## src/core/tsc_pkg.sv

```systemverilog
/*
 tsc_pkg: constants and types for the task switch control block.
 assumes: one consumer module, all values referenced with the package scope.
*/
`default_nettype none
package tsc_pkg;
  // flag register and machine control word bit positions
  localparam int NT_BIT = 14;
  localparam int VM_BIT = 17;
  localparam int TS_BIT = 3;
  localparam int MP_BIT = 1;
  localparam int PE_BIT = 0;
  localparam logic [31:0] VM_MASK = 32'h1 << VM_BIT;
  // least task segment limits, the limit must exceed these
  localparam logic [31:0] NATIVE_MIN_LIMIT = 32'h0000_0064;
  localparam logic [31:0] LEGACY_MIN_LIMIT = 32'h0000_002b;
  // descriptor type codes of task segments
  localparam logic [3:0] NATIVE_FREE = 4'h9;
  localparam logic [3:0] NATIVE_BUSY = 4'hb;
  localparam logic [3:0] LEGACY_FREE = 4'h1;
  localparam logic [3:0] LEGACY_BUSY = 4'h3;
  // exception vectors
  localparam logic [7:0] EXC_DEBUG = 8'h01;
  localparam logic [7:0] EXC_NO_FPU = 8'h07;
  localparam logic [7:0] EXC_BAD_TSS = 8'h0a;
  localparam logic [7:0] EXC_PROTECT = 8'h0d;
  // control register selects for move-to-control-register
  localparam logic [1:0] CR_MCW = 2'h0;
  localparam logic [1:0] CR_PFLA = 2'h2;
  localparam logic [1:0] CR_PDB = 2'h3;
  // transfer kinds
  localparam logic [2:0] XF_JMP = 3'h0;
  localparam logic [2:0] XF_CALL = 3'h1;
  localparam logic [2:0] XF_SOFT_INT = 3'h2;
  localparam logic [2:0] XF_EXCEPT = 3'h3;
  localparam logic [2:0] XF_EXT_INT = 3'h4;
  localparam logic [2:0] XF_INTERRUPT_RETURN = 3'h5;
  // memory operations toward the task segments
  localparam logic [1:0] MOP_SAVE = 2'h0;
  localparam logic [1:0] MOP_BUSY = 2'h1;
  localparam logic [1:0] MOP_LINK = 2'h2;
  localparam logic [1:0] MOP_LOAD = 2'h3;
  // paging: directory and tables are 4 Kbyte pages
  localparam logic [31:0] PDB_ALIGN_MASK = 32'hffff_f000;
  localparam logic [31:0] BACKLINK_OFFSET = 32'h0000_0000;
  // reset values
  localparam logic [31:0] MCW_RESET = 32'h0000_0000;
  localparam logic [31:0] FLAGS_RESET = 32'h0000_0000;
  localparam logic [31:0] PDB_RESET = 32'h0000_0000;
  // task switch sequencer states
  typedef enum logic [2:0] {ST_IDLE, ST_SAVE, ST_BUSY, ST_LINK, ST_LOAD} sw_state_e;
endpackage
`default_nettype wire
```

## src/core/task_switch_control.sv

```systemverilog
/*
 task_switch_control: task switch sequencer, flag and control registers.
 assumes: request inputs come from decode logic on I_CLK, memory answers
 each operation with a one-cycle I_MEM_ACK pulse.
*/
`timescale 1ns/100ps
`default_nettype none
module task_switch_control (
  input wire logic I_CLK, // core clock
  input wire logic I_SRST, // synchronous reset
  input wire logic I_CE, // clock enable
  input wire logic I_XFER_REQ, // transfer request pulse
  input wire logic [2:0] I_XFER_KIND, // jump, call, interrupt, return
  input wire logic I_DESC_TASK, // target is task segment or task gate
  input wire logic [15:0] I_NEW_SEL, // incoming task selector
  input wire logic [31:0] I_NEW_DESC_ADDR, // incoming descriptor address
  input wire logic [3:0] I_NEW_TYPE, // incoming descriptor type
  input wire logic [31:0] I_NEW_BASE, // incoming segment base
  input wire logic [31:0] I_NEW_LIMIT, // incoming segment limit
  input wire logic I_NEW_TRAP, // incoming debug-trap bit
  input wire logic [31:0] I_NEW_FLAGS, // incoming flag image
  input wire logic I_MEM_ACK, // memory done pulse
  input wire logic I_CR_WR, // control register write
  input wire logic [1:0] I_CR_SEL, // control register select
  input wire logic [31:0] I_CR_DATA, // control register data
  input wire logic I_FLAG_WR, // flag pop or return flag write
  input wire logic [31:0] I_FLAG_DATA, // flag write data
  input wire logic I_INT_NOSWITCH, // interrupt taken without switch
  input wire logic I_HANDLER_RET, // that handler returned
  input wire logic I_PF_EVENT, // page fault detected
  input wire logic [31:0] I_PF_LINEAR, // faulting linear address
  input wire logic I_FP_EXEC, // float or wait instruction issued
  output logic O_MEM_REQ, // memory operation request
  output logic [1:0] O_MEM_OP, // memory operation code
  output logic [31:0] O_MEM_ADDR, // memory operation address
  output logic [31:0] O_MEM_DATA, // memory operation write data
  output logic [15:0] O_TASK_SEL, // task segment register selector
  output logic [31:0] O_TASK_BASE, // hidden base
  output logic [31:0] O_TASK_LIMIT, // hidden limit
  output logic [31:0] O_FLAGS, // flag register
  output logic [31:0] O_MCW, // machine control word
  output logic [31:0] O_PFLA, // page fault linear address
  output logic [31:0] O_PDB, // page directory base
  output logic O_TLB_FLUSH, // translation cache flush pulse
  output logic O_EXC_VALID, // exception pulse
  output logic [7:0] O_EXC_VECTOR, // exception vector
  output logic O_PLAIN_RETURN, // ordinary return pulse
  output logic O_REAL_ADDR, // real-mode address formation
  output logic O_SWITCH_BUSY // task switch in progress
);

  // all block state in one record, so one process computes and one registers
  typedef struct packed {
    tsc_pkg::sw_state_e state; // sequencer state
    logic [15:0] new_sel; // captured incoming selector
    logic [31:0] desc_addr; // captured descriptor address
    logic [31:0] new_base; // captured base
    logic [31:0] new_limit; // captured limit
    logic new_trap; // captured debug-trap bit
    logic [31:0] new_flags; // captured flag image
    logic nest; // switch nests under the old task
    logic legacy; // incoming segment is 16-bit format
    logic nt_shadow; // nested flag saved across a handler
    logic [15:0] task_sel; // current selector
    logic [31:0] task_base; // current base
    logic [31:0] task_limit; // current limit
    logic [31:0] flags; // flag register
    logic [31:0] mcw; // machine control word
    logic [31:0] pfla; // fault address
    logic [31:0] pdb; // directory base
    logic mem_req; // memory request
    logic [1:0] mem_op; // memory op
    logic [31:0] mem_addr; // memory address
    logic [31:0] mem_data; // memory data
    logic tlb_flush; // flush pulse
    logic exc_valid; // exception pulse
    logic [7:0] exc_vec; // exception vector
    logic plain_ret; // ordinary return pulse
    logic real_addr; // real addressing
    logic switch_busy; // switch in progress
  } ctx_s;
  ctx_s c; // registered state
  ctx_s next_c; // next state
  logic is_tss; // type is any task segment
  logic is_legacy; // type is 16-bit format
  logic is_busy; // type is marked busy
  logic limit_ok; // limit exceeds the format minimum
  logic nesting; // kind links back to the old task
  logic start; // a task switch begins now
  // decode the incoming descriptor; return needs the nested flag set
  always_comb begin
    is_legacy = (I_NEW_TYPE == tsc_pkg::LEGACY_FREE) || (I_NEW_TYPE == tsc_pkg::LEGACY_BUSY);
    is_busy = (I_NEW_TYPE == tsc_pkg::NATIVE_BUSY) || (I_NEW_TYPE == tsc_pkg::LEGACY_BUSY);
    is_tss = is_legacy || (I_NEW_TYPE == tsc_pkg::NATIVE_FREE) || is_busy;
    limit_ok = is_legacy ? (I_NEW_LIMIT > tsc_pkg::LEGACY_MIN_LIMIT)
                         : (I_NEW_LIMIT > tsc_pkg::NATIVE_MIN_LIMIT);
    nesting = (I_XFER_KIND == tsc_pkg::XF_CALL) || (I_XFER_KIND == tsc_pkg::XF_SOFT_INT) ||
              (I_XFER_KIND == tsc_pkg::XF_EXCEPT) || (I_XFER_KIND == tsc_pkg::XF_EXT_INT);
    // jumps, calls and gated interrupts switch only in protected mode
    start = (c.state == tsc_pkg::ST_IDLE) && I_XFER_REQ && c.mcw[tsc_pkg::PE_BIT] &&
            ((I_XFER_KIND == tsc_pkg::XF_INTERRUPT_RETURN) ? c.flags[tsc_pkg::NT_BIT]
                                               : I_DESC_TASK);
  end
  // next values of every register
  always_comb begin
    next_c = c;
    next_c.tlb_flush = 1'b0; // pulses last one cycle
    next_c.exc_valid = 1'b0;
    next_c.plain_ret = 1'b0;
    // move-to-control-register writes
    if (I_CR_WR) begin
      case (I_CR_SEL)
        tsc_pkg::CR_MCW: next_c.mcw = I_CR_DATA;
        tsc_pkg::CR_PFLA: next_c.pfla = I_CR_DATA;
        tsc_pkg::CR_PDB: begin
          // directory sits on a 4 Kbyte page, low bits forced zero
          next_c.pdb = I_CR_DATA & tsc_pkg::PDB_ALIGN_MASK;
          next_c.tlb_flush = 1'b1;
        end
        default: ; // other selects are not held here
      endcase
    end
    // a fault in the same cycle as a software write wins
    if (I_PF_EVENT) begin
      next_c.pfla = I_PF_LINEAR;
    end
    // flag pop keeps the virtual legacy flag, only a switch may change it
    if (I_FLAG_WR) begin
      next_c.flags = (I_FLAG_DATA & ~tsc_pkg::VM_MASK) | (c.flags & tsc_pkg::VM_MASK);
    end
    // limitation: one level of handler nesting is remembered
    if (I_INT_NOSWITCH) begin
      next_c.nt_shadow = c.flags[tsc_pkg::NT_BIT];
      next_c.flags[tsc_pkg::NT_BIT] = 1'b0;
    end else if (I_HANDLER_RET) begin
      next_c.flags[tsc_pkg::NT_BIT] = c.nt_shadow;
    end
    // float unit not available after a switch when the monitor bit is set, handler decides on saving
    if (I_FP_EXEC && c.mcw[tsc_pkg::TS_BIT] && c.mcw[tsc_pkg::MP_BIT]) begin
      next_c.exc_valid = 1'b1;
      next_c.exc_vec = tsc_pkg::EXC_NO_FPU;
    end
    // task switch sequencer; its exceptions override the float one
    case (c.state)
      tsc_pkg::ST_IDLE: begin
        if (start) begin
          next_c.new_sel = I_NEW_SEL;
          next_c.desc_addr = I_NEW_DESC_ADDR;
          next_c.new_base = I_NEW_BASE;
          next_c.new_limit = I_NEW_LIMIT;
          next_c.new_trap = I_NEW_TRAP;
          next_c.new_flags = I_NEW_FLAGS;
          next_c.legacy = is_legacy;
          next_c.nest = nesting;
          if (!is_tss || (is_busy && (I_XFER_KIND != tsc_pkg::XF_INTERRUPT_RETURN))) begin
            next_c.exc_valid = 1'b1;
            next_c.exc_vec = tsc_pkg::EXC_PROTECT;
          end else if (!limit_ok) begin
            next_c.exc_valid = 1'b1;
            next_c.exc_vec = tsc_pkg::EXC_BAD_TSS;
          end else begin
            // first store the outgoing task into its own segment
            next_c.state = tsc_pkg::ST_SAVE;
            next_c.switch_busy = 1'b1;
            next_c.mem_req = 1'b1;
            next_c.mem_op = tsc_pkg::MOP_SAVE;
            next_c.mem_addr = c.task_base;
            next_c.mem_data = c.flags;
          end
        end else if (I_XFER_REQ && c.mcw[tsc_pkg::PE_BIT] &&
                     (I_XFER_KIND == tsc_pkg::XF_INTERRUPT_RETURN)) begin
          next_c.plain_ret = 1'b1;
        end
      end
      tsc_pkg::ST_SAVE: begin
        if (I_MEM_ACK) begin
          if (c.nest) begin
            // rewrite the incoming descriptor type as busy
            next_c.state = tsc_pkg::ST_BUSY;
            next_c.mem_op = tsc_pkg::MOP_BUSY;
            next_c.mem_addr = c.desc_addr;
            next_c.mem_data = {28'h0000000, c.legacy ? tsc_pkg::LEGACY_BUSY
                                                     : tsc_pkg::NATIVE_BUSY};
          end else begin
            next_c.state = tsc_pkg::ST_LOAD;
            next_c.mem_op = tsc_pkg::MOP_LOAD;
            next_c.mem_addr = c.new_base;
            next_c.mem_data = 32'h00000000;
          end
        end
      end
      tsc_pkg::ST_BUSY: begin
        if (I_MEM_ACK) begin
          // back link of the new segment names the outgoing task
          next_c.state = tsc_pkg::ST_LINK;
          next_c.mem_op = tsc_pkg::MOP_LINK;
          next_c.mem_addr = c.new_base + tsc_pkg::BACKLINK_OFFSET;
          next_c.mem_data = {16'h0000, c.task_sel};
        end
      end
      tsc_pkg::ST_LINK: begin
        if (I_MEM_ACK) begin
          next_c.state = tsc_pkg::ST_LOAD;
          next_c.mem_op = tsc_pkg::MOP_LOAD;
          next_c.mem_addr = c.new_base;
          next_c.mem_data = 32'h00000000;
        end
      end
      tsc_pkg::ST_LOAD: begin
        if (I_MEM_ACK) begin
          next_c.state = tsc_pkg::ST_IDLE;
          next_c.mem_req = 1'b0;
          next_c.switch_busy = 1'b0;
          // selector and its hidden part change together
          next_c.task_sel = c.new_sel;
          next_c.task_base = c.new_base;
          next_c.task_limit = c.new_limit;
          // whole new flag image; only here may the virtual legacy flag change
          next_c.flags = c.new_flags;
          if (c.nest) begin
            next_c.flags[tsc_pkg::NT_BIT] = 1'b1;
          end
          next_c.mcw[tsc_pkg::TS_BIT] = 1'b1;
          if (c.new_trap) begin
            next_c.exc_valid = 1'b1;
            next_c.exc_vec = tsc_pkg::EXC_DEBUG;
          end
        end
      end
      default: next_c.state = tsc_pkg::ST_IDLE;
    endcase
    // address formation follows the final control and flag values
    next_c.real_addr = !next_c.mcw[tsc_pkg::PE_BIT] || next_c.flags[tsc_pkg::VM_BIT];
  end
  // register everything; reset leaves the core in real mode
  always_ff @(posedge I_CLK) begin
    if (I_SRST) begin
      c <= '0;
      c.state <= tsc_pkg::ST_IDLE;
      c.mcw <= tsc_pkg::MCW_RESET;
      c.flags <= tsc_pkg::FLAGS_RESET;
      c.pdb <= tsc_pkg::PDB_RESET;
      c.real_addr <= 1'b1;
    end else if (I_CE) begin
      c <= next_c;
    end
  end
  // outputs straight from the state record
  assign O_MEM_REQ = c.mem_req;
  assign O_MEM_OP = c.mem_op;
  assign O_MEM_ADDR = c.mem_addr;
  assign O_MEM_DATA = c.mem_data;
  assign O_TASK_SEL = c.task_sel;
  assign O_TASK_BASE = c.task_base;
  assign O_TASK_LIMIT = c.task_limit;
  assign O_FLAGS = c.flags;
  assign O_MCW = c.mcw;
  assign O_PFLA = c.pfla;
  assign O_PDB = c.pdb;
  assign O_TLB_FLUSH = c.tlb_flush;
  assign O_EXC_VALID = c.exc_valid;
  assign O_EXC_VECTOR = c.exc_vec;
  assign O_PLAIN_RETURN = c.plain_ret;
  assign O_REAL_ADDR = c.real_addr;
  assign O_SWITCH_BUSY = c.switch_busy;
endmodule // task_switch_control
`default_nettype wire

```

## config.mk

```make
export PLATFORM = sky130hd
export DESIGN_NAME = task_switch_control
export DESIGN_NICKNAME = d
export VERILOG_FILES = /design/src/core/tsc_pkg.sv /design/src/core/task_switch_control.sv
export SDC_FILE = /design/constraint.sdc
export NUM_CORES = 1
export LEC_CHECK = 0
export BUFFER_PORTS_ARGS = -buffer_cell sky130_fd_sc_hd__buf_4
export CAP_MARGIN = 20
export CORE_UTILIZATION = 25
export DETAILED_ROUTE_END_ITERATION = 8
export RECOVER_POWER = 100
export SYNTH_ARGS = -nofsm -noshare
export SYNTH_HDL_FRONTEND = slang
export SYNTH_SLANG_ARGS = --single-unit
```

## constraint.sdc

```tcl
create_clock -name I_CLK -period 2 [get_ports I_CLK]
set_clock_uncertainty 0.1 [all_clocks]
set_input_delay 0.2 -clock I_CLK [delete_from_list [all_inputs] [get_ports I_CLK]]
set_output_delay 0.2 -clock I_CLK [all_outputs]
set_load 0.005 [all_outputs]
```

==> results_dict.tcl <==
set metrics [dict create \
    status "finished, final reports clean" \
    p_per_area_nw_per_um2 726 \
    grt_usage_pct 17.6 \
    synth_most_common_cell "nand2_1" \
    ys_warn_count 0 \
    clkSinkCount 426 \
    layout_setup_ws_ns 0.00144 \
    critPathCaptureType "register" \
    min_path_type "input pin to register" \
    ys_ff_latch 426 \
    worst_pin_slew_ns 0.943 \
    post-place-ws_ns -0.529 \
    multi_input_area_um2 8170 \
    startpoint_type "register" \
    period_share_pct 99.9 \
    nNetsFinal 3258 \
    period_needed_ns 2.00 \
    antenna_left 0 \
    synth_cell_types 67 \
    core-area_um2 76100 \
    portBuffers 536 \
    fmax_mhz 500 \
    ys.flop_type "dfxtp_1" \
    slew_violations 0 \
    cpPeakStageDelay_ns 0.41 \
    wirelength_um 73900 \
    total_power_w 0.0199 \
    crit_slowest_cell "or3_4" \
    pin_count 550 \
    setup_viol 0 \
    syn_avg_cell_area_um2 7.83 \
    grt_pass1_vias 17465 \
    clk_latency_ns 0.59 \
    ir_worst_vdd_uv 585 \
    cts_tree "done" \
    grt_max_degree 77 \
    register_area_um2 8530 \
    wl_per_cell_um 18.2 \
    max_slew_margin_pct 37.1 \
    die_y_um 280 \
    hold_ws_ns 0.0164 \
    critPathMaxFanout 9 \
    final_hold_viol_count 0 \
    final_area_um2 27500 \
    synth_top_area_share_pct 44.2 \
    path_cells "or3_4, a2bb2oi_2, o21ai_2, o211ai_4, buf_12, buf_16, mux2_2" \
    rsz0062_at_grt "true" \
    clk_pin_slew_worst_paths_ns 0.06 \
    drc 0 \
    yosysTopAreaCell "dfxtp_1" \
    synth_enable_flop_cells 0 \
    htreeDepth 2 \
    antenna_found_initial 7 \
    rows 101 \
    cts_root_buffer "clkbuf_16" \
    crit_required_ns 2.37 \
    final_util_pct 36.1 \
    post-dp-hpwl_um 49800 \
    drtIter0Drc 1309 \
    cp.arrival_ns 2.37 \
    start_util_pct 25.3 \
    synthArstFlopShare_pct 0 \
    gp_congestion 0.855 \
    syn_area_um2 19300 \
    clockBufferDepth 3 \
    drv_cap 0 \
    leakage_nw 10.5 \
    cts_buffers 51 \
    drive_above_1_share_pct 23.2 \
    syn2layout_area_growth_pct 42.6 \
    synth.area.top_cells "dfxtp_1 (44%), nand2_1 (14%), buf_4 (11%)" \
    synth_cells 2462 \
    ys_seq_area_share_pct 44.2 \
    die_w_um 280 \
    n_fill_cell 7943 \
    synth_common_cells "nand2_1 (720), dfxtp_1 (426), a21oi_1 (316)" \
    first_pass_iters 5 \
    vias 18491 \
    dieArea_um2 78200 \
    grt_pass1_wl_um 106000 \
    grt-ovfl-total 0 \
    post_dp_cell_area_um2 23100 \
    viasPerCell 4.54 \
    critPathKind "register to register" \
]
## metal layers
layer / share of wire, % / routed length [um] / track usage, % / vias to the layer above
met2: 46 / 33800 / 27.9 / 706
met3: 6.7 / 4960 / 3.71 / 168
met1: 43 / 32000 / 22.8 / 8654
met5: 0.068 / 50 / 0 / -
li1: - / - / - / 8955
met4: 4.2 / 3130 / 7.79 / 8
## logic make-up after synthesis
kind of cell | after synthesis | share of synthesized area [%]
other | 1 | 0.0195
multiplexers | 71 | 4.04
flip-flops | 426 | 44.2
AND/OR/NAND/NOR | 991 | 21.4
XOR/XNOR | 1 | 0.0454
buffers and inverters | 466 | 15.2
AO/OA/AOI/OAI | 506 | 15.0
## flip-flops by register name, summed over array words and instances (netlist names)
name and flops:
c 151, O_FLAGS 32, O_MCW 32, O_MEM_ADDR 32, O_MEM_DATA 32, O_PFLA 32
O_TASK_BASE 32, O_TASK_LIMIT 32, O_PDB 20, O_TASK_SEL 16, O_EXC_VECTOR 8, O_MEM_OP 2
O_EXC_VALID 1, O_MEM_REQ 1, O_PLAIN_RETURN 1, O_REAL_ADDR 1, O_TLB_FLUSH 1
## repair_timing
item | in CTS | in global routing
setup endpoints to repair | 122 | 169
setup buffers | 4 | 1
pin swaps | 2 | 4
gates cloned | 3 | 8
resized for setup | 17 | 71
hold endpoints to repair | 280 | 0
hold buffers | 258 | 0
## layout by cell type (no fill, tap or decap), types with 42 or more instances in the layout
cell type / instances
a211oi_1: 63
a21oi_1: 295
buf_4: 334
clkbuf_1: 148
clkbuf_16: 60
clkbuf_4: 140
dfxtp_1: 423
dlygate4sd3_1: 258
nand2_1: 711
nand3_1: 53
nor2_1: 105
o21ai_0: 42
## area by class of cell
| cell class | count | area share [%] |
|---|---|---|
| Multi-Input combinational cell | 1581 | 29.7 |
| Sequential cell | 426 | 31.0 |
| Clock buffer | 70 | 5.31 |
| Antenna cell | 3 | 0.0273 |
| Clock inverter | 24 | 0.838 |
| Tap cell | 1030 | 4.69 |
| Inverter | 5 | 0.0683 |
| Timing Repair Buffer | 931 | 28.3 |
## worst max-delay path: cells and delay by family, from the launching register on
family,cells,cell delay [ns]
mux,1,0.33
flops,1,0.34
buf+inv,2,0.36
simple gates,1,0.41
compound gates,3,0.33
## final timing paths
check	slack, ns	to	from	cells after the start
setup / recovery	0.001	O_MEM_DATA[3]$_SDFFE_PP0P_	c[437]$_SDFFE_PP0P_	7
hold / removal	0.02	c[289]$_SDFFE_PP0P_	I_NEW_TYPE[3]	5
setup reg to reg	0.001	O_MEM_DATA[3]$_SDFFE_PP0P_	c[437]$_SDFFE_PP0P_	7
hold reg to reg	0.34	O_TASK_SEL[14]$_SDFFE_PP0P_	c[434]$_SDFFE_PP0P_	2
## through the flow
step / setup TNS [ns] / cells
detailed placement: -33.65 / 3700
global route: -4.53 / 4070
finish: 0 / 4070
floorplan: 0 / 2473
global placement: -37.09 / 3700
CTS: -0.00277 / 4059
## power by group
group / internal (W) / switching (W)
clock: 0.00550 / 0.00387
sequential: 0.00861 / 0.0000977
combinational: 0.00103 / 0.000838
No activity file was read; power rests on OpenSTA's default activity.
